### config.mk
export PLATFORM = sky130hd
export DESIGN_NAME = exc_mode_ctrl
export DESIGN_NICKNAME = d
export VERILOG_FILES = /design/src/exc_ctrl_pkg.sv /design/src/exc_mode_ctrl.sv /design/src/level_sync.sv /design/src/mode_stack.sv
export SDC_FILE = /design/constraint.sdc
export NUM_CORES = 1
export LEC_CHECK = 0
export ABC_AREA = 1
export BUFFER_PORTS_ARGS = -buffer_cell sky130_fd_sc_hd__buf_2
export CAP_MARGIN = 20
export CORE_UTILIZATION = 25
export CTS_CLUSTER_DIAMETER = 150
export DETAILED_ROUTE_END_ITERATION = 8
export GPL_ROUTABILITY_DRIVEN = 0
export SYNTH_ARGS = -nofsm -noshare
export SYNTH_HDL_FRONTEND = slang
export SYNTH_SLANG_ARGS = --single-unit
### constraint.sdc
create_clock -name clk -period 4.25 [get_ports clk]
set_input_delay 0.425 -clock clk [delete_from_list [all_inputs] [get_ports clk]]
set_output_delay 0.425 -clock clk [all_outputs]
set_load 0.01 [all_outputs]
### src/exc_ctrl_pkg.sv
/*
 * Constants shared by the exception mode stack controller: register map,
 * field positions, reset values, cause codes and the exception vector.
 * Assumes a 32-bit APB register bus and a single 50 MHz processor clock.
 */
package exc_ctrl_pkg;

    // ==========================================================
    // Register map (byte addresses)
    localparam logic [7:0] STATUS_OFS   = 8'h00;
    localparam logic [7:0] CAUSE_OFS    = 8'h04;
    localparam logic [7:0] BRANCH_CONDITION_INPUT_OFS   = 8'h08;
    localparam logic [7:0] EVT_STAT_OFS = 8'h0C;
    localparam logic [7:0] EVT_MASK_OFS = 8'h10;

    // ==========================================================
    // Field layout
    localparam int STACK_W   = 6;   // old/previous/current pairs, {user, enable}
    localparam int CUR_IE    = 0;
    localparam int CUR_UM    = 1;
    localparam int MASK_LO   = 8;   // status mask, cause pending share bits 15:8
    localparam int NUM_INT   = 8;
    localparam int NUM_SW    = 2;
    localparam int NUM_HW    = 6;
    localparam int CODE_LO   = 2;
    localparam int CODE_W    = 4;
    localparam int BR_LO     = 2;   // branch conditions 3:2
    localparam int BR_W      = 2;
    localparam int EVT_W     = 3;
    localparam int EVT_EXC   = 0;
    localparam int EVT_INT   = 1;
    localparam int EVT_RFE   = 2;

    // ==========================================================
    // Reset values and constants
    localparam logic [STACK_W-1:0] STACK_RST = 6'h00;
    localparam logic [NUM_INT-1:0] MASK_RST  = 8'h00;
    localparam logic [31:0]        GEN_VECTOR = 32'h8000_0080;

    typedef enum logic [3:0] {
        EXC_INT     = 4'b0000,
        EXC_TLB_MOD = 4'b0001,
        EXC_TLB_LD  = 4'b0010,
        EXC_TLB_ST  = 4'b0011,
        EXC_ADR_LD  = 4'b0100,
        EXC_ADR_ST  = 4'b0101,
        EXC_IBUS    = 4'b0110,
        EXC_DBUS    = 4'b0111,
        EXC_SYSCALL = 4'b1000,
        EXC_BREAK   = 4'b1001,
        EXC_RESINST = 4'b1010,
        EXC_COPUNU  = 4'b1011,
        EXC_OVF     = 4'b1100,
        EXC_RSV13   = 4'b1101,
        EXC_RSV14   = 4'b1110,
        EXC_RSV15   = 4'b1111
    } exc_code_t;

endpackage

### src/exc_mode_ctrl.sv
/*
 * Exception and interrupt control: mode stack, interrupt gating, cause
 * code, branch condition sampling and an APB register slave.
 * Assumes the core pulses exc_take for one cycle when it takes an
 * exception and rfe_exec when it retires a restore instruction.
 */
// Our own choices: the register offsets and the APB slave port.
`timescale 1ns/10ps
module exc_mode_ctrl
    import exc_ctrl_pkg::*;
(
    input  wire logic                           clk,          // 50 MHz clock.
    input  wire logic                           rst,          // Async reset, high.
    input  wire logic                           ce,           // Clock enable.
    input  wire logic                           psel,         // APB select.
    input  wire logic                           penable,      // APB enable.
    input  wire logic                           pwrite,       // APB direction.
    input  wire logic [7:0]                     paddr,        // APB byte address.
    input  wire logic [31:0]                    pwdata,       // APB write data.
    output logic      [31:0]                    prdata,       // APB read data.
    output logic                                pready,       // APB ready.
    output logic                                pslverr,      // APB error.
    input  wire logic [exc_ctrl_pkg::NUM_HW-1:0] hw_int,      // External lines.
    input  wire logic [exc_ctrl_pkg::BR_W-1:0]  branch_condition_input, // 3:2.
    input  wire logic                           exc_take,     // Exception taken.
    input  wire exc_ctrl_pkg::exc_code_t        exc_code_in,  // Its cause.
    input  wire logic                           rfe_exec,     // Restore pulse.
    input  wire logic                           br_eval,      // Branch test.
    input  wire logic                           br_sel,       // 0: cond 2, 1: 3.
    input  wire logic                           br_on_true,   // Branch if set.
    output logic                                br_taken,     // Branch result.
    output logic                                int_req,      // Interrupt to core.
    output logic      [31:0]                    exc_vector,   // Target address.
    output logic                                user_mode,    // 1 = user.
    output logic                                irq           // Event interrupt.
);
    import exc_ctrl_pkg::*;

    // ==========================================================
    // Declarations
    logic [STACK_W-1:0] stack;
    logic [NUM_HW-1:0]  hw_sync;
    logic [BR_W-1:0]    br_sync;
    logic [NUM_INT-1:0] int_mask;
    logic [NUM_SW-1:0]  sw_pend;
    logic [NUM_INT-1:0] pending;
    exc_code_t          cause_code;
    logic [EVT_W-1:0]   evt_stat;
    logic [EVT_W-1:0]   evt_mask;
    logic [NUM_INT-1:0] next_int_mask;
    logic [NUM_SW-1:0]  next_sw_pend;
    exc_code_t          next_cause_code;
    logic [EVT_W-1:0]   next_evt_stat;
    logic [EVT_W-1:0]   next_evt_mask;
    logic [31:0]        next_exc_vector;
    logic               next_br_taken;
    logic [31:0]        next_prdata;
    logic               next_pslverr;
    logic               wr_acc;
    logic               rd_setup;
    logic               st_wr;
    logic [EVT_W-1:0]   evt_now;

    function automatic logic addr_known(input logic [7:0] a);
        return a == STATUS_OFS || a == CAUSE_OFS || a == BRANCH_CONDITION_INPUT_OFS ||
               a == EVT_STAT_OFS || a == EVT_MASK_OFS;
    endfunction

    // ==========================================================
    // Input sampling
    // Two stages on every pin input, so the core sees a change two clocks late.
    // lines sampled
    level_sync #(.W(NUM_HW)) u_hw_sync (
        .clk  (clk),
        .rst  (rst),
        .ce   (ce),
        .din  (hw_int),
        .dout (hw_sync)
    );

    level_sync #(.W(BR_W)) u_br_sync (
        .clk  (clk),
        .rst  (rst),
        .ce   (ce),
        .din  (branch_condition_input),
        .dout (br_sync)
    );

    // ==========================================================
    // Mode stack
    assign wr_acc   = psel && penable && pwrite;
    assign rd_setup = psel && !penable;
    assign st_wr    = wr_acc && paddr == STATUS_OFS;

    // An exception and a status write in one cycle: the push wins and the
    // stack half of the write is lost, while the mask half still lands.
    // entry pushes pairs
    mode_stack u_stack (
        .clk      (clk),
        .rst      (rst),
        .ce       (ce),
        .push     (exc_take),
        .pop      (rfe_exec),
        .load     (st_wr),
        .load_val (pwdata[STACK_W-1:0]),
        .stack    (stack)
    );

    assign user_mode = stack[CUR_UM];

    // ==========================================================
    // Interrupt gating
    // The lines sit above the software bits, in the same order as the mask.
    // all pending shown
    assign pending = {hw_sync, sw_pend};
    assign int_req = stack[CUR_IE] && |(pending & int_mask);
    // Read data is captured in the setup cycle, so no access needs a wait state.
    assign pready  = 1'b1;

    // The event line is a plain level of the sticky bits, so software must
    // clear a status bit or its mask bit before the line drops.
    assign irq     = |(evt_stat & evt_mask);

    // ==========================================================
    // Next values for controller registers
    always_comb begin
        evt_now = '0;
        evt_now[EVT_EXC] = exc_take;
        evt_now[EVT_INT] = exc_take && exc_code_in == EXC_INT;
        evt_now[EVT_RFE] = rfe_exec;

        next_int_mask   = int_mask;
        next_sw_pend    = sw_pend;
        next_cause_code = cause_code;
        next_evt_mask   = evt_mask;
        next_exc_vector = exc_vector;
        next_br_taken   = br_taken;
        next_evt_stat   = evt_stat;
        next_prdata     = prdata;
        next_pslverr    = pslverr;

        if (st_wr) begin
            next_int_mask = pwdata[MASK_LO +: NUM_INT];
        end
        // Only the two software bits of the pending field can be written.
        if (wr_acc && paddr == CAUSE_OFS) begin
            next_sw_pend = pwdata[MASK_LO +: NUM_SW];
        end
        if (wr_acc && paddr == EVT_MASK_OFS) begin
            next_evt_mask = pwdata[EVT_W-1:0];
        end
        // Write-one-to-clear; a same-cycle event still sets.
        if (wr_acc && paddr == EVT_STAT_OFS) begin
            next_evt_stat = evt_stat & ~pwdata[EVT_W-1:0];
        end
        next_evt_stat = next_evt_stat | evt_now;

        if (exc_take) begin
            next_cause_code = exc_code_in;
            next_exc_vector = GEN_VECTOR;
        end

        if (br_eval) begin
            next_br_taken = (br_sel ? br_sync[1] : br_sync[0]) == br_on_true;
        end

        // Read data is latched in the setup phase so it can come from a flop.
        if (rd_setup) begin
            next_pslverr = !addr_known(paddr);
            next_prdata  = '0;
            unique case (paddr)
                STATUS_OFS: begin
                    next_prdata[STACK_W-1:0]        = stack;
                    next_prdata[MASK_LO +: NUM_INT] = int_mask;
                end
                CAUSE_OFS: begin
                    next_prdata[CODE_LO +: CODE_W]  = cause_code;
                    next_prdata[MASK_LO +: NUM_INT] = pending;
                end
                BRANCH_CONDITION_INPUT_OFS: begin
                    next_prdata[BR_LO +: BR_W] = br_sync;
                end
                EVT_STAT_OFS: begin
                    next_prdata[EVT_W-1:0] = evt_stat;
                end
                EVT_MASK_OFS: begin
                    next_prdata[EVT_W-1:0] = evt_mask;
                end
                default: begin
                    next_prdata = '0;
                end
            endcase
        end
    end

    always_ff @(posedge clk or posedge rst) begin
        if (rst) begin
            int_mask   <= MASK_RST;
            sw_pend    <= '0;
            cause_code <= EXC_INT;
            evt_stat   <= '0;
            evt_mask   <= '0;
            exc_vector <= '0;
            br_taken   <= 1'b0;
            prdata     <= '0;
            pslverr    <= 1'b0;
        end else if (ce) begin
            int_mask   <= next_int_mask;
            sw_pend    <= next_sw_pend;
            cause_code <= next_cause_code;
            evt_stat   <= next_evt_stat;
            evt_mask   <= next_evt_mask;
            exc_vector <= next_exc_vector;
            br_taken   <= next_br_taken;
            prdata     <= next_prdata;
            pslverr    <= next_pslverr;
        end
    end
endmodule

### src/level_sync.sv
/*
 * Two flip-flop synchroniser for a group of level inputs.
 * Assumes the inputs are quasi-static levels; pulses shorter than one
 * clock may be missed.
 */
`timescale 1ns/10ps
module level_sync #(
    parameter int W = 1
) (
    input  wire logic         clk,     // Processor clock.
    input  wire logic         rst,     // Asynchronous reset, active high.
    input  wire logic         ce,      // Clock enable.
    input  wire logic [W-1:0] din,     // Asynchronous levels.
    output logic      [W-1:0] dout     // Synchronised levels.
);
    logic [W-1:0] meta;

    // ==========================================================
    // Synchroniser stages
    // register before use
    always_ff @(posedge clk or posedge rst) begin
        if (rst) begin
            meta <= '0;
            dout <= '0;
        end else if (ce) begin
            meta <= din;
            dout <= meta;
        end
    end
endmodule

### src/mode_stack.sv
/*
 * Three-level kernel/user and interrupt-enable stack.
 * Assumes push, pop and load are single-cycle strobes from the controller;
 * push outranks load, and load outranks pop.
 */
`timescale 1ns/10ps
module mode_stack
    import exc_ctrl_pkg::*;
(
    input  wire logic                             clk,      // Processor clock.
    input  wire logic                             rst,      // Asynchronous reset.
    input  wire logic                             ce,       // Clock enable.
    input  wire logic                             push,     // Exception entry.
    input  wire logic                             pop,      // Restore instruction.
    input  wire logic                             load,     // Software write.
    input  wire logic [exc_ctrl_pkg::STACK_W-1:0] load_val, // Written value.
    output logic      [exc_ctrl_pkg::STACK_W-1:0] stack     // {old, prev, cur}.
);
    import exc_ctrl_pkg::*;

    logic [STACK_W-1:0] next_stack;

    // ==========================================================
    // Next state
    always_comb begin
        next_stack = stack;
        if (push) begin
            next_stack = {stack[STACK_W-3:0], 2'b00};
        end else if (load) begin
            next_stack = load_val;
        end else if (pop) begin
            next_stack = {stack[STACK_W-1:STACK_W-2], stack[STACK_W-1:2]};
        end
    end

    always_ff @(posedge clk or posedge rst) begin
        if (rst) begin
            stack <= STACK_RST;
        end else if (ce) begin
            stack <= next_stack;
        end
    end
endmodule

## Word-level counts from Yosys, hierarchy flattened

Index checks and enable logic that the tools add are counted.

- Bits of input ports: 63
- Word-level logic and storage cells: 64
- Output and inout port bits: 70
- Register bits: 59

- Reduce and logical (&&, ||, !) cells: 29
- Equal/unequal tests: 5
- Bitwise operators: 5
- Multiplexer cells: 10

Operator list:

| kind | count |
|---|---|
| $eq 8x4->1 const B | 2 |
| $pmux 8 s2 | 1 |
| $reduce_and 2->1 | 8 |
| $mux 6 | 2 |
| $logic_and 1x1->1 | 9 |
| $and 8x8->8 | 1 |
| $eq 8x3->1 const B | 1 |
| $eq 8x5->1 const B | 1 |
| $logic_not 8->1 | 1 |
| $reduce_or 8->1 | 1 |
| $and 3x3->3 | 2 |
| $pmux 2 s3 | 1 |
| $pmux 1 s5 | 1 |
| $logic_not 4->1 | 1 |
| $logic_or 1x1->1 | 4 |
| $mux 4 | 1 |
| $pmux 2 s2 | 1 |
| $mux 3 | 1 |
| $not 3->3 | 1 |
| $or 3x3->3 | 1 |
| $pmux 1 s3 | 1 |
| $reduce_bool 3->1 | 1 |
| $reduce_or 3->1 | 1 |
| $logic_not 1->1 | 2 |
| other kinds (3) | 3 |

## Depth between registers and ports, before layout

Gate-level depths: netlist of the first run.

- Depth in word-level cells: 6
- Gate-level depth with buffers: 9
- Depth with buffers taken out: 8

## By module

From an unflattened synthesis of the first run, not the netlist that was laid out.

- Cell total of the unflattened synthesis: 414
- Area, all modules: 3,285.7 sq um

Modules (own cells, without submodules):

| module | area an instance (sq um) | instances | cells each |
|---|---|---|---|
| exc_mode_ctrl | 2,306.0 | 1 | 292 |
| level_sync (u_hw_sync) | 461.7 | 1 | 52 |
| mode_stack | 365.4 | 1 | 52 |
| level_sync (u_br_sync) | 152.6 | 1 | 18 |

## Least setup slack after synthesis of the first run

OpenSTA, ideal clock, no wires.

- Kind: input port to flip-flop
- Start point: input port paddr[5]
- End point: register u_stack.stack[2] in the netlist's numbering
- Cell stages on the path: 9
- Arrival time: 1.177 ns
- Required time: 4.132 ns
- Library setup time: 0.118 ns
- Setup slack: 2.955 ns
- Path through: nor2_1 -> nand2_2 -> nor2_4 -> buf_6 -> nand2_4 -> nand2_1 -> nand3_1 -> nand3_1 -> nand2_1

- Cells in the longest elaborated chain, start to end: 4
- Elaborated cells between the ends (all ways): 6

RTL lines:

| element | line | RTL |
|---|---|---|
| start: declaration | exc_mode_ctrl.sv:18 | `input wire logic [7:0] paddr,` |
| $logic_not 8->1 * | exc_mode_ctrl.sv:93 | `assign st_wr = wr_acc && paddr == STATUS_OFS;` |
| $logic_and 1x1->1 * | exc_mode_ctrl.sv:93 |  |
| $reduce_bool 3->1 (no source line) or $mux 6 (tied branches) | n/a |  |
| $reduce_and 2->1 (no source line) or $mux 6 (tied branches) | n/a |  |
| end signal: assignment | mode_stack.sv:40 | `stack <= next_stack;` |
| end: declaration | mode_stack.sv:17 | `output logic [exc_ctrl_pkg::STACK_W-1:0] stack` |

Every way passes the cells marked *; elsewhere a longest branch is shown, timed or not. The select of a mux whose other input is x is not followed.
A chain may end at the register's enable or synchronous reset.

## Worst setup path in the final report of the first run

- Start point: input port ce
- End point: register u_stack.stack[1] in the netlist's numbering

- Cells in the longest elaborated chain, start to end: 1

RTL lines:

| element | line | RTL |
|---|---|---|
| start: declaration | exc_mode_ctrl.sv:14 | `input wire logic ce,` |
| $reduce_and 2->1 (no source line) | n/a |  |

Every way passes these cells.

==> results of run 1 <==
-- power groups by stage --
stage | Combinational [mW] | Sequential, mW | Clock, mW
finish | 0.156 | 0.629 | 0.673
CTS | 0.159 | 0.628 | 0.691
global route | 0.181 | 0.632 | 0.713
floorplan | 0.134 | 0.632 | 0
global placement | 0.155 | 0.636 | 0
detailed placement | 0.159 | 0.637 | 0
-- cell families (layout without fill, tap and decap cells) --
group / count (synthesis) / in the layout / share of synthesized area (%)
buf+inv: 101 / 123 / 18.6
other cells: 2 / 49 / 0.234
simple gates: 202 / 202 / 28.3
xor+xnor: 1 / 1 / 0.273
flops: 59 / 59 / 45.9
compound gates: 39 / 39 / 6.66
-- worst max-delay path, cell delays in order --
cell and delay [ps]:
sky130_fd_sc_hd__buf_2 440, sky130_fd_sc_hd__inv_2 220, sky130_fd_sc_hd__nor2_2 290, sky130_fd_sc_hd__nand2_4 190
sky130_fd_sc_hd__nand3_2 180, sky130_fd_sc_hd__inv_1 100, sky130_fd_sc_hd__nand2_1 70, sky130_fd_sc_hd__nand2_1 60
-- cell usage in the layout (no fill, tap or decap), drive strengths merged --
cell type,instances
or2,1
nor3,3
nand3,44
o211ai,1
xor2,1
nand2,120
a22o,1
a21oi,10
clkinv,2
conb,49
a31oi,3
clkbuf,13
nor2,30
nand4,4
o21ai,21
o22ai,3
dfrtp,59
inv,42
buf,66
-- cell type report --
class                           instances  area [um^2]
Inverter                               42          160
Multi-Input combinational cell        291         1320
Fill cell                            1414         8790
Clock inverter                          2         10.0
Timing Repair Buffer                   66          333
Tap cell                              172          215
Clock buffer                           13          270
Sequential cell                        59         1480
-- through the flow --
stage	hold slack [ps]	total power, mW	std cells
floorplan	442	0.766	451
global placement	458	0.791	630
detailed placement	463	0.796	630
CTS	286	1.48	645
global route	302	1.53	645
finish	300	1.46	645
-- state kept, by name, summed over array words and instances, names as in the netlist, 2 cells and up --
register / flops
prdata: 14
int_mask: 8
u_hw_sync.dout: 6
u_hw_sync.meta: 6
u_stack.stack: 6
cause_code: 4
evt_mask: 3
evt_stat: 3
sw_pend: 2
u_br_sync.dout: 2
u_br_sync.meta: 2
-- routing by layer --
metal  vias to the layer above  GRT usage [%]  wire [um]
li1                       1305              -          -
met1                      1218           15.8       3500
met2                        95           19.1       3520
met3                         7           2.64        424
met4                         0           6.15        119
met5                         -              0          0
-- how the worst max path moves through the flow --
stage,startpoint,to,slack (ps)
after floorplan,rst,br_taken$_DFFE_PP0P_,2370
after global placement,ce,u_stack.stack[3]$_DFFE_PP0P_,2140
after detailed placement,ce,u_stack.stack[1]$_DFFE_PP0P_,2110
after CTS,ce,u_stack.stack[1]$_DFFE_PP0P_,2470
after global routing,paddr[5],sw_pend[1]$_DFFE_PP0P_,2210
final,ce,u_stack.stack[1]$_DFFE_PP0P_,2480
==> summary.md, run 1 <==
| Metric | Value |
|---|---|
| Site Rows | `41` |
| Final critical delay including setup and external delays | `1770 ps` |
| Antenna viol nets, final | `0` |
| Net count reported at finish | `532` |
| Top cells by count, synth | `sky130_fd_sc_hd__nand2_1, sky130_fd_sc_hd__dfrtp_1, sky130_fd_sc_hd__buf_4` |
| End of the worst hold path | `u_br_sync.meta[1]$_DFFE_PP0P_` |
| Largest net degree at the start of global routing | `60` |
| Pre-CTS setup slack | `2110 ps` |
| Period Utilization, post-route | `41.7%` |
| Switching power share of the total | `25.4%` |
| Proportion of netlist area held by the largest area contributor | `45.9%` |
| Final hold viol count | `0` |
| TritonCTS clock tree | `yes` |
| Final routed wire length divided by cell count | `11.7 um` |
| Async set-reset flop share out of synthesis | `100%` |
| Clock tree skew after final layout | `4.70 ps` |
| Drt first pass iters | `4` |
| Predominant post-synthesis flop cell | `sky130_fd_sc_hd__dfrtp_1` |
| Post-cts resize count | `0` |
| Wire length of the first global-routing pass | `12200 um` |
| Clock latency at the later pin of the worst-skew pair | `320 ps` |
| Top cells by area in the synthesized netlist | `sky130_fd_sc_hd__dfrtp_1, sky130_fd_sc_hd__nand2_1, sky130_fd_sc_hd__buf_4` |
| WP data arrival | `1980 ps` |
| Number of buffers added on ports | `65` |
| Post-Route WL | `7570 um` |
| IR Drop Worst-Case VDD | `0.000172 V` |
| Overall fraction of global-route tracks in use | `12.2%` |
| Number of top-level pins | `133` |
| Post-route setup TNS | `0 ps` |
| Element type at the critical path start | `input pin` |
| Number of global-route vias before repair | `2442` |
| Leakage | `2.09 nW` |
| Status | `finished clean` |
| Final critical-path setup slack | `2480 ps` |
| Largest fanout on the critical path | `29` |
| Yosys warning count | `0` |
| Final-report max-slew violation count | `0` |
| N_diodes | `0` |
| Area of the placeable core | `12600 um^2` |
| Total global routing overflow | `0` |
| Via count | `2625` |
| Setup repair bufs after CTS | `0` |
| Detailed-placement wirelength estimate | `5660 um` |
| R2r startpoint | `u_br_sync.dout[0]$_DFFE_PP0P_` |
| Most numerous cell in the Yosys netlist | `sky130_fd_sc_hd__nand2_1` |
| Gate count after technology mapping | `404` |
| Setup repair after global routing missed its margin | `no` |
| Cell area after placement | `3500 um^2` |
| Critical path capture point type | `flip-flop` |
| Final setup fails | `0` |
| Portion of the post-synthesis area used by sequential elements | `45.9%` |
| Number of buffers created by CTS | `9` |
| Endpoint of the worst register-to-register path | `br_taken$_DFFE_PP0P_` |
| Share of layout cells above drive strength 1 | `21.1%` |
| Number of enable flip-flop cells after synthesis | `0` |
| Width of the chip | `115 um` |
| Relative area change from synthesis to final layout | `17.7%` |
| Die Footprint | `13300 um^2` |
| Cell Pwr Density | `385 nW/um^2` |
| Vertical extent of the die | `115 um` |
| Worst hold-check path type | `input pin to flip-flop` |
| Worst R2R Setup Slack | `3260 ps` |
| Final core utilization | `30.1%` |
| Flop pwr share | `43.1%` |
| Violation count after the first detailed-route iteration | `160` |
| Remaining design rule violation count | `0` |
| Measured slew at the worst slew-check pin | `919 ps` |
| Flop and latch count out of synthesis | `59` |
| Gate power share | `10.7%` |
| Design internal power | `1.09 mW` |
| CTS H-tree lvls | `3` |
| CTS max path bufs | `2` |
| Number of clock sinks | `59` |
| Starting density of the core | `25.6%` |
| Count of cells along the worst register-to-register path | `4` |
| Post-Syn Area per Cell | `7.96 um^2` |
| Cell area after layout | `3780 um^2` |
| Hold Crit Start | `branch_condition_input[1]` |
| Clock-pin transition on the worst setup and hold timing paths | `50 ps` |
| Maximum operating frequency | `564 MHz` |
| Required time worst endpoint | `4460 ps` |
| Hold-fix buffers at CTS | `0` |
| Routed vias/inst | `4.07` |
| Library cell occupying the most area in the post-synthesis netlist | `sky130_fd_sc_hd__dfrtp_1` |
| Antenna violations before repair | `0` |
| Max Cap Viol | `0` |
| Distinct cell type count of the synthesized netlist | `31` |
| Cells on Worst Hold Path | `3` |
| Class of the most critical setup path | `input pin to flip-flop` |
| Buffer cell driving the clock tree root | `sky130_fd_sc_hd__clkbuf_16` |
| Max-slew headroom | `38.4%` |
| Clock Power Share | `46.2%` |
| Post-synthesis cell area | `3210 um^2` |
| NetSw | `0.370 mW` |
(Power assumes the default switching activity.)
==> inputs of run 2 (changes only) <==
--- a/config.mk
+++ b/config.mk
@@ -5,7 +5,7 @@
 export SDC_FILE = /design/constraint.sdc
 export NUM_CORES = 1
 export LEC_CHECK = 0
-export ABC_AREA = 1
+export ABC_AREA = 0
 export BUFFER_PORTS_ARGS = -buffer_cell sky130_fd_sc_hd__buf_2
 export CAP_MARGIN = 20
 export CORE_UTILIZATION = 25
==> constraint.sdc (replaced) <==
create_clock -name clk -period 1.5 [get_ports clk]
set_input_delay 0.15 -clock clk [delete_from_list [all_inputs] [get_ports clk]]
set_output_delay 0.15 -clock clk [all_outputs]
set_load 0.01 [all_outputs]
==> run 2 against run 1 <==
- sequential share of layout area is 0.76 points lower
- utilization is 2.0 points higher
- count of clock-buffer cells in the layout is 1 lower
- cell count is 21% lower
- non-clock buffer count is 17 higher
- combinational power grew to 3.0 times the previous value
- synthesized cell count is 32% lower
- register-to-register slack worse by 3100 ps
- largest power group unchanged
==> summary.md, run 2 <==
| Metric | Value |
|---|---|
| Pre-CTS setup slack | `-115 ps (-2230 ps)` |
| Switching power share of the total | `23.0% (-2.4 points)` |
| Setup repair after global routing missed its margin | `no` |
| Dpl cells | `492 (-22%)` |
| Top cells by count, synth | `sky130_fd_sc_hd__dfrtp_1, sky130_fd_sc_hd__buf_4, sky130_fd_sc_hd__mux2_2` |
| Async set-reset flop share out of synthesis | `100% (unchanged)` |
| Final critical-path setup slack | `53.8 ps (-2420 ps)` |
| Maximum operating frequency | `691 MHz` |
| Drt first pass iters | `4 (unchanged)` |
| R2r startpoint | `u_stack.stack[2]$_DFFE_PP0P_` |
| Via count | `2242 (-15%)` |
| Detailed-placement wirelength estimate | `5370 um (-5.0%)` |
| Number of buffers created by CTS | `9 (unchanged)` |
| CTS H-tree lvls | `3 (unchanged)` |
| Final hold viol count | `0 (unchanged)` |
| Post-Route WL | `7050 um (-6.9%)` |
| Final-report max-slew violation count | `0 (unchanged)` |
| Number of buffers added on ports | `65 (unchanged)` |
| Met2 capacity usage during global routing | `19.7% (+0.59 points)` |
| Worst hold-check path type | `input pin to flip-flop` |
| Number of stages on the worst setup path | `3 (-5)` |
| Gate power share | `10.3% (-0.4 points)` |
| Final routed wire length divided by cell count | `13.8 um (+18%)` |
| Period Utilization, post-route | `96.4%` |
| Most numerous cell in the Yosys netlist | `sky130_fd_sc_hd__dfrtp_1` |
| Gate count after technology mapping | `275 (-32%)` |
| Largest fanout on the critical path | `3 (-90%)` |
| Design internal power | `3.46 mW (+220%)` |
| Die Footprint | `12800 um^2 (-4.2%)` |
| Buffer cell driving the clock tree root | `sky130_fd_sc_hd__clkbuf_16` |
| Worst hold margin | `34.2 ps (-266 ps)` |
| Site Rows | `40 (-2.4%)` |
| IR Drop Worst-Case VDD | `0.000603 V (+250%)` |
| Element type at the critical path start | `flip-flop` |
| Worst R2R Setup Slack | `120 ps (-3140 ps)` |
| Final setup fails | `0 (unchanged)` |
| Wire length of the first global-routing pass | `11400 um (-5.8%)` |
| Vertical extent of the die | `113 um (-2.1%)` |
| Largest register by flop count | `prdata` |
| Critical path, cell by cell | `a222oi_1 -> inv_1 -> buf_2` |
| Flip-flop count of the largest register after layout | `14 (unchanged)` |
| Post-cts resize count | `0 (unchanged)` |
| Global routing usage on met1 | `14.3% (-1.5 points)` |
| Most frequent standard cell in the layout excluding fill and tap cells | `sky130_fd_sc_hd__buf_2` |
| Total global routing overflow | `0 (unchanged)` |
| Hold Crit Start | `br_eval` |
| Distinct cell type count of the synthesized netlist | `45 (+45%)` |
| Post-synthesis cell area | `3080 um^2 (-4.3%)` |
| Library cell occupying the most area in the post-synthesis netlist | `sky130_fd_sc_hd__dfrtp_1` |
| Count of cells along the worst register-to-register path | `4 (unchanged)` |
| NetSw | `1.04 mW (+180%)` |
| Start point of the critical path | `evt_stat[2]$_DFFE_PP0P_` |
| Filler instances | `1234 (-13%)` |
| Violation count after the first detailed-route iteration | `84 (-48%)` |
| Clock tree skew after final layout | `5.48 ps (+0.788 ps)` |
| Portion of the post-synthesis area used by sequential elements | `48.0% (+2.1 points)` |
| TritonCTS clock tree | `yes` |
| Clock-pin transition on the worst setup and hold timing paths | `50 ps (about the same)` |
| Share of layout cells above drive strength 1 | `39.8% (+19 points)` |
| WP data arrival | `1300 ps (-680 ps)` |
| Width of the chip | `113 um (-2.1%)` |
| Endpoint of the worst register-to-register path | `prdata[2]$_DFFE_PP0P_` |
| Clock Power Share | `49.7% (+3.5 points)` |
| Leading cell types in the layout, fill and taps excluded | `sky130_fd_sc_hd__buf_2, sky130_fd_sc_hd__dfrtp_1, sky130_fd_sc_hd__conb_1` |
| Relative area change from synthesis to final layout | `25.4%` |
| Flop and latch count out of synthesis | `59 (unchanged)` |
| Antenna violations before repair | `0 (unchanged)` |
| Biggest regs | `prdata (14), int_mask (8)` |
| Routed vias/inst | `4.40 (+8.2%)` |
| N_diodes | `0 (unchanged)` |
| Net count reported at finish | `420 (-21%)` |
| CTS max path bufs | `2 (unchanged)` |
| Starting density of the core | `25.6% (+0.040 points)` |
| Clock latency at the later pin of the worst-skew pair | `320 ps (about the same)` |
| Flop pwr share | `40.0% (-3.1 points)` |
| Final critical delay including setup and external delays | `1450 ps` |
| Proportion of netlist area held by the largest area contributor | `48.0% (+2.1 points)` |
| Max stage delay on crit path | `400 ps (-40 ps)` |
| Yosys warning count | `0 (unchanged)` |
| Dominant delay contributor by cell family on the critical path | `flip-flops` |
| Max Cap Viol | `0 (unchanged)` |
| Required time worst endpoint | `1350 ps (-3110 ps)` |
| Class of the most critical setup path | `flip-flop to primary output` |
| Number of global-route vias before repair | `2201 (-9.9%)` |
| Cell with the largest stage delay on the worst path | `sky130_fd_sc_hd__dfrtp_1` |
| Final instance count without filler cells | `509 (-21%)` |
| Leakage | `1.92 nW (-8.0%)` |
| Destination of the critical timing path | `irq` |
| Largest net degree at the start of global routing | `48 (-20%)` |
| Routing layer with the top usage in global route | `met2` |
| Remaining design rule violation count | `0 (unchanged)` |
| Buffers & Inverters on Critical Path | `2 (-1)` |
| Top cells by area in the synthesized netlist | `sky130_fd_sc_hd__dfrtp_1, sky130_fd_sc_hd__mux2_2, sky130_fd_sc_hd__buf_4` |
| Critical path capture point type | `primary output` |
| Area of the placeable core | `12000 um^2 (-4.4%)` |
| Number of clock sinks | `59 (unchanged)` |
| Status | `finished clean` |
| Overall fraction of global-route tracks in use | `11.8% (-0.38 points)` |
| Post-Syn Area per Cell | `11.2 um^2 (+41%)` |
| Number of enable flip-flop cells after synthesis | `0 (unchanged)` |
| Global routing usage on met3 | `3.32% (+0.69 points)` |
| Cell Pwr Density | `1170 nW/um^2 (+200%)` |
| Number of top-level pins | `133 (unchanged)` |
| Predominant post-synthesis flop cell | `sky130_fd_sc_hd__dfrtp_1` |
| Antenna viol nets, final | `0 (unchanged)` |
| Post-route setup TNS | `0 ps (unchanged)` |
[run 2: changes by cell type in the layout (fill, tap and decap cells not counted), sizes merged, moves of 3 or more]
cell / change
mux2: +34
a32o: +3
o21ai: -10
nor2: -27
nand3: -42
or2: +3
inv: -36
a22oi: +16
buf: +16
a21oi: -8
mux2i: +6
nand2: -89
[run 2: power groups by stage]
stage,clock (mW),combinational [mW],sequential (mW)
3_3_place_gp,0,0.458,1.82
5_1_grt,2.36,0.525,1.82
4_1_cts,2.29,0.472,1.80
2_1_floorplan,0,0.389,1.80
3_5_place_dp,0,0.468,1.83
6_report,2.24,0.465,1.80
[run 2: area by class of cell]
| class | count | area [um^2] | share of cell area, % |
|---|---|---|---|
| clock buffer | 12 | 256 | 6.65 |
| clock inverter | 4 | 72.6 | 1.88 |
| inverter | 7 | 30.0 | 0.778 |
| multi-input combinational | 197 | 1340 | 34.7 |
| sequential | 59 | 1480 | 38.3 |
| tap | 147 | 184 | 4.77 |
| timing repair buffer | 83 | 500 | 13.0 |
[run 2: cells by family (layout without fill, tap and decap cells)]
family                    Yosys count  after routing  synth area share (%)
and+or+nand+nor                    60             60                  11.7
xor gates and xnor gates            1              1                 0.285
DFF                                59             59                  48.0
buffers and inverters              66            106                  14.3
AOI/OAI and AO/OA                  46             46                  10.4
other                               2             49                 0.244
muxes                              41             41                  15.1
[run 2: how the worst min path moves through the flow]
stage                        endpoint  cells after the start  slack, ps
3_3_place_gp   prdata[14]$_DFFE_PP0P_                      2        140
4_1_cts          br_taken$_DFFE_PP0P_                      2         20
2_1_floorplan    br_taken$_DFFE_PP0P_                      1        250
5_1_grt          br_taken$_DFFE_PP0P_                      2         50
3_5_place_dp   prdata[14]$_DFFE_PP0P_                      2        140
6_report         br_taken$_DFFE_PP0P_                      2         30
[run 2: layer usage]
layer	up-vias	wire length [um]
met2	93	3510
li1	1044	-
met3	10	371
met4	0	114
met1	1095	3060
met5	-	0
[run 2: per-stage QoR]
step | util (%) | power (mW) | instance area [um^2]
after CTS | 32.1 | 4.56 | 3860
after global placement | 29.3 | 2.28 | 3520
after detailed placement | 29.3 | 2.29 | 3520
after floorplan | - | 2.19 | 3260
final | 32.1 | 4.50 | 3860
after global routing | 32.1 | 4.70 | 3860
[run 2: repair_timing]
item                      CTS  global route
hold endpoints to repair   12             0
hold buffers                1             0
buffers inserted            0             0
==> inputs of run 3 (changes only) <==
--- a/config.mk
+++ b/config.mk
@@ -5,7 +5,7 @@
 export SDC_FILE = /design/constraint.sdc
 export NUM_CORES = 1
 export LEC_CHECK = 0
-export ABC_AREA = 0
+export ABC_AREA = 1
 export BUFFER_PORTS_ARGS = -buffer_cell sky130_fd_sc_hd__buf_2
 export CAP_MARGIN = 20
 export CORE_UTILIZATION = 25
==> run 3 against run 2 <==
- the flow now finishes with violations (design-rule violations)
- setup slack worse by 5.3 ps
- clock skew hardly changed
- worst hold slack worse by 15 ps
- largest cell class unchanged
==> summary.md, run 3 (synthesized netlist as in run 1, its figures left out) <==
| Metric | Value |
|---|---|
| Pre-CTS setup slack | `176 ps (+291 ps)` |
| Width of the chip | `115 um (+2.2%)` |
| Dpl cells | `637 (+29%)` |
| Cell Pwr Density | `1100 nW/um^2 (-5.9%)` |
| WP data arrival | `1300 ps (about the same)` |
| Post-Route WL | `7560 um (+7.2%)` |
| Most frequent standard cell in the layout excluding fill and tap cells | `sky130_fd_sc_hd__nand2_1` |
| Period Utilization, post-route | `96.8% (+0.35 points)` |
| IR Drop Worst-Case VDD | `0.000558 V (-7.6%)` |
| Cell with the largest stage delay on the worst path | `sky130_fd_sc_hd__dfrtp_1` |
| Final core utilization | `31.1% (-1.1 points)` |
| TritonCTS clock tree | `yes` |
| Detailed-placement wirelength estimate | `5740 um (+6.9%)` |
| Total global routing overflow | `0 (unchanged)` |
| Final critical delay including setup and external delays | `1450 ps (+5.29 ps)` |
| Antenna viol nets, final | `0 (unchanged)` |
| Max stage delay on crit path | `340 ps (-60 ps)` |
| Final setup fails | `0 (unchanged)` |
| Final hold viol count | `0 (unchanged)` |
| Leakage | `2.15 nW (+12%)` |
| Routed vias/inst | `3.99 (-9.4%)` |
| Post-route setup TNS | `0 ps (unchanged)` |
| Final critical-path setup slack | `48.5 ps (-5.29 ps)` |
| Vertical extent of the die | `115 um (+2.2%)` |
| Number of clock sinks | `59 (unchanged)` |
| N_diodes | `0 (unchanged)` |
| Violation count after the first detailed-route iteration | `84 (unchanged)` |
| Relative area change from synthesis to final layout | `21.4%` |
| CTS H-tree lvls | `3 (unchanged)` |
| Max Cap Viol | `0 (unchanged)` |
| Die Footprint | `13300 um^2 (+4.4%)` |
| Worst hold-check path type | `input pin to flip-flop` |
| Drt first pass iters | `7 (+3)` |
| Wire length of the first global-routing pass | `12300 um (+7.2%)` |
| Largest net degree at the start of global routing | `60 (+25%)` |
| Buffer cell driving the clock tree root | `sky130_fd_sc_hd__clkbuf_16` |
| Required time worst endpoint | `1350 ps (about the same)` |
| Worst R2R Setup Slack | `540 ps (+420 ps)` |
| Antenna violations before repair | `0 (unchanged)` |
| Hold Crit Start | `branch_condition_input[0]` |
| Clock-pin transition on the worst setup and hold timing paths | `50 ps (about the same)` |
| End of the worst hold path | `u_br_sync.meta[0]$_DFFE_PP0P_` |
| Number of global-route vias before repair | `2460 (+12%)` |
| Endpoint of the worst register-to-register path | `br_taken$_DFFE_PP0P_` |
| Class of the most critical setup path | `flip-flop to primary output` |
| Net count reported at finish | `542 (+29%)` |
| Clock latency at the later pin of the worst-skew pair | `330 ps (about the same)` |
| Buffers & Inverters on Critical Path | `2 (unchanged)` |
| Worst hold margin | `19.2 ps (-15.0 ps)` |
| Final instance count without filler cells | `656 (+29%)` |
| Critical path, cell by cell | `inv_1 -> o22ai_1 -> nor2_1 -> a21oi_1 -> buf_2` |
| R2r startpoint | `u_br_sync.dout[0]$_DFFE_PP0P_` |
| Clock tree skew after final layout | `5.75 ps (+0.264 ps)` |
| Element type at the critical path start | `flip-flop` |
| Number of top-level pins | `133 (unchanged)` |
| Remaining design rule violation count | `2 (+2)` |
| Maximum operating frequency | `689 MHz (-0.36%)` |
| Largest fanout on the critical path | `2 (-1)` |
| Number of buffers created by CTS | `9 (unchanged)` |
| Cells on Worst Hold Path | `3 (+1)` |
| Setup repair after global routing missed its margin | `yes` |
| Biggest regs | `prdata (14), int_mask (8)` |
| Area of the placeable core | `12600 um^2 (+4.6%)` |
| Site Rows | `41 (+2.5%)` |
| Dominant delay contributor by cell family on the critical path | `flip-flops` |
| Critical path capture point type | `primary output` |
| Violations in the final reports | `design-rule violations` |
| Final routed wire length divided by cell count | `11.5 um (-17%)` |
| Flip-flop count of the largest register after layout | `14 (unchanged)` |
| Starting density of the core | `25.6% (-0.040 points)` |
| Share of layout cells above drive strength 1 | `23.3% (-16 points)` |
| Count of cells along the worst register-to-register path | `4 (unchanged)` |
| Overall fraction of global-route tracks in use | `12.1% (+0.32 points)` |
| Largest register by flop count | `prdata` |
| Number of buffers added on ports | `65 (unchanged)` |
| CTS max path bufs | `2 (unchanged)` |
| Final-report max-slew violation count | `0 (unchanged)` |
| Leading cell types in the layout, fill and taps excluded | `sky130_fd_sc_hd__nand2_1, sky130_fd_sc_hd__buf_2, sky130_fd_sc_hd__dfrtp_1` |
| Status | `finished with violations` |
| Via count | `2619 (+17%)` |
==> run 3: layer usage <==
| layer | share of wire, % | vias up | track usage [%] | routed length (um) |
|---|---|---|---|---|
| met1 | 50 | 1202 | 16.6 | 3770 |
| met3 | 3.4 | 12 | 2.42 | 258 |
| li1 | - | 1331 | - | - |
| met2 | 45 | 74 | 18.5 | 3400 |
| met5 | 0 | - | 0 | 0 |
| met4 | 1.6 | 0 | 5.19 | 124 |
==> run 3: final cells by class <==
type | count | area (um^2)
repair buffers | 76 | 423
multi-input cells | 291 | 1330
clock buffers | 11 | 243
well taps | 172 | 215
inverters | 42 | 164
fillers | 1331 | 8660
clock inverters | 5 | 52.6
flip-flops and latches | 59 | 1480
==> run 3: worst reg2reg max path: stages (launching register included) <==
cell and delay, ps:
sky130_fd_sc_hd__dfrtp_1 340, sky130_fd_sc_hd__inv_1 60, sky130_fd_sc_hd__o21ai_0 190, sky130_fd_sc_hd__xor2_1 160, sky130_fd_sc_hd__a31oi_1 90
==> run 3: how the worst max path moves through the flow <==
stage                                   from  depth (start not counted)                      endpoint  slack, ps
2_1_floorplan                       paddr[5]                          9  u_stack.stack[2]$_DFFE_PP0P_        480
3_3_place_gp                        paddr[1]                         10  u_stack.stack[3]$_DFFE_PP0P_        180
3_5_place_dp                        paddr[1]                         10  u_stack.stack[2]$_DFFE_PP0P_        180
4_1_cts              int_mask[4]$_DFFE_PP0P_                          5                       int_req         30
5_1_grt        u_hw_sync.dout[0]$_DFFE_PP0P_                          5                       int_req         -6
6_report       u_hw_sync.dout[0]$_DFFE_PP0P_                          5                       int_req         50
==> run 3: power by group <==
part	switching [mW]	leakage (nW)	total, mW	internal, mW
logic	0.304	1.28	0.468	0.164
clock network	0.713	0.145	2.03	1.32
registers	0.0828	0.723	1.78	1.70
==> run 3: stage by stage <==
| stage | cell area, um^2 | total power, mW |
|---|---|---|
| 6_report | 3900 | 4.29 |
| 5_1_grt | 3900 | 4.48 |
| 4_1_cts | 3880 | 4.31 |
| 3_5_place_dp | 3570 | 2.27 |
| 3_3_place_gp | 3570 | 2.26 |
| 2_1_floorplan | 3390 | 2.17 |
==> run 3: repair_timing <==
item,in CTS,in global routing
endpoints found under the hold margin,59,0
setup endpoints to repair,0,1
hold buffers,1,0
gates resized for setup,0,3
buffers inserted,0,2
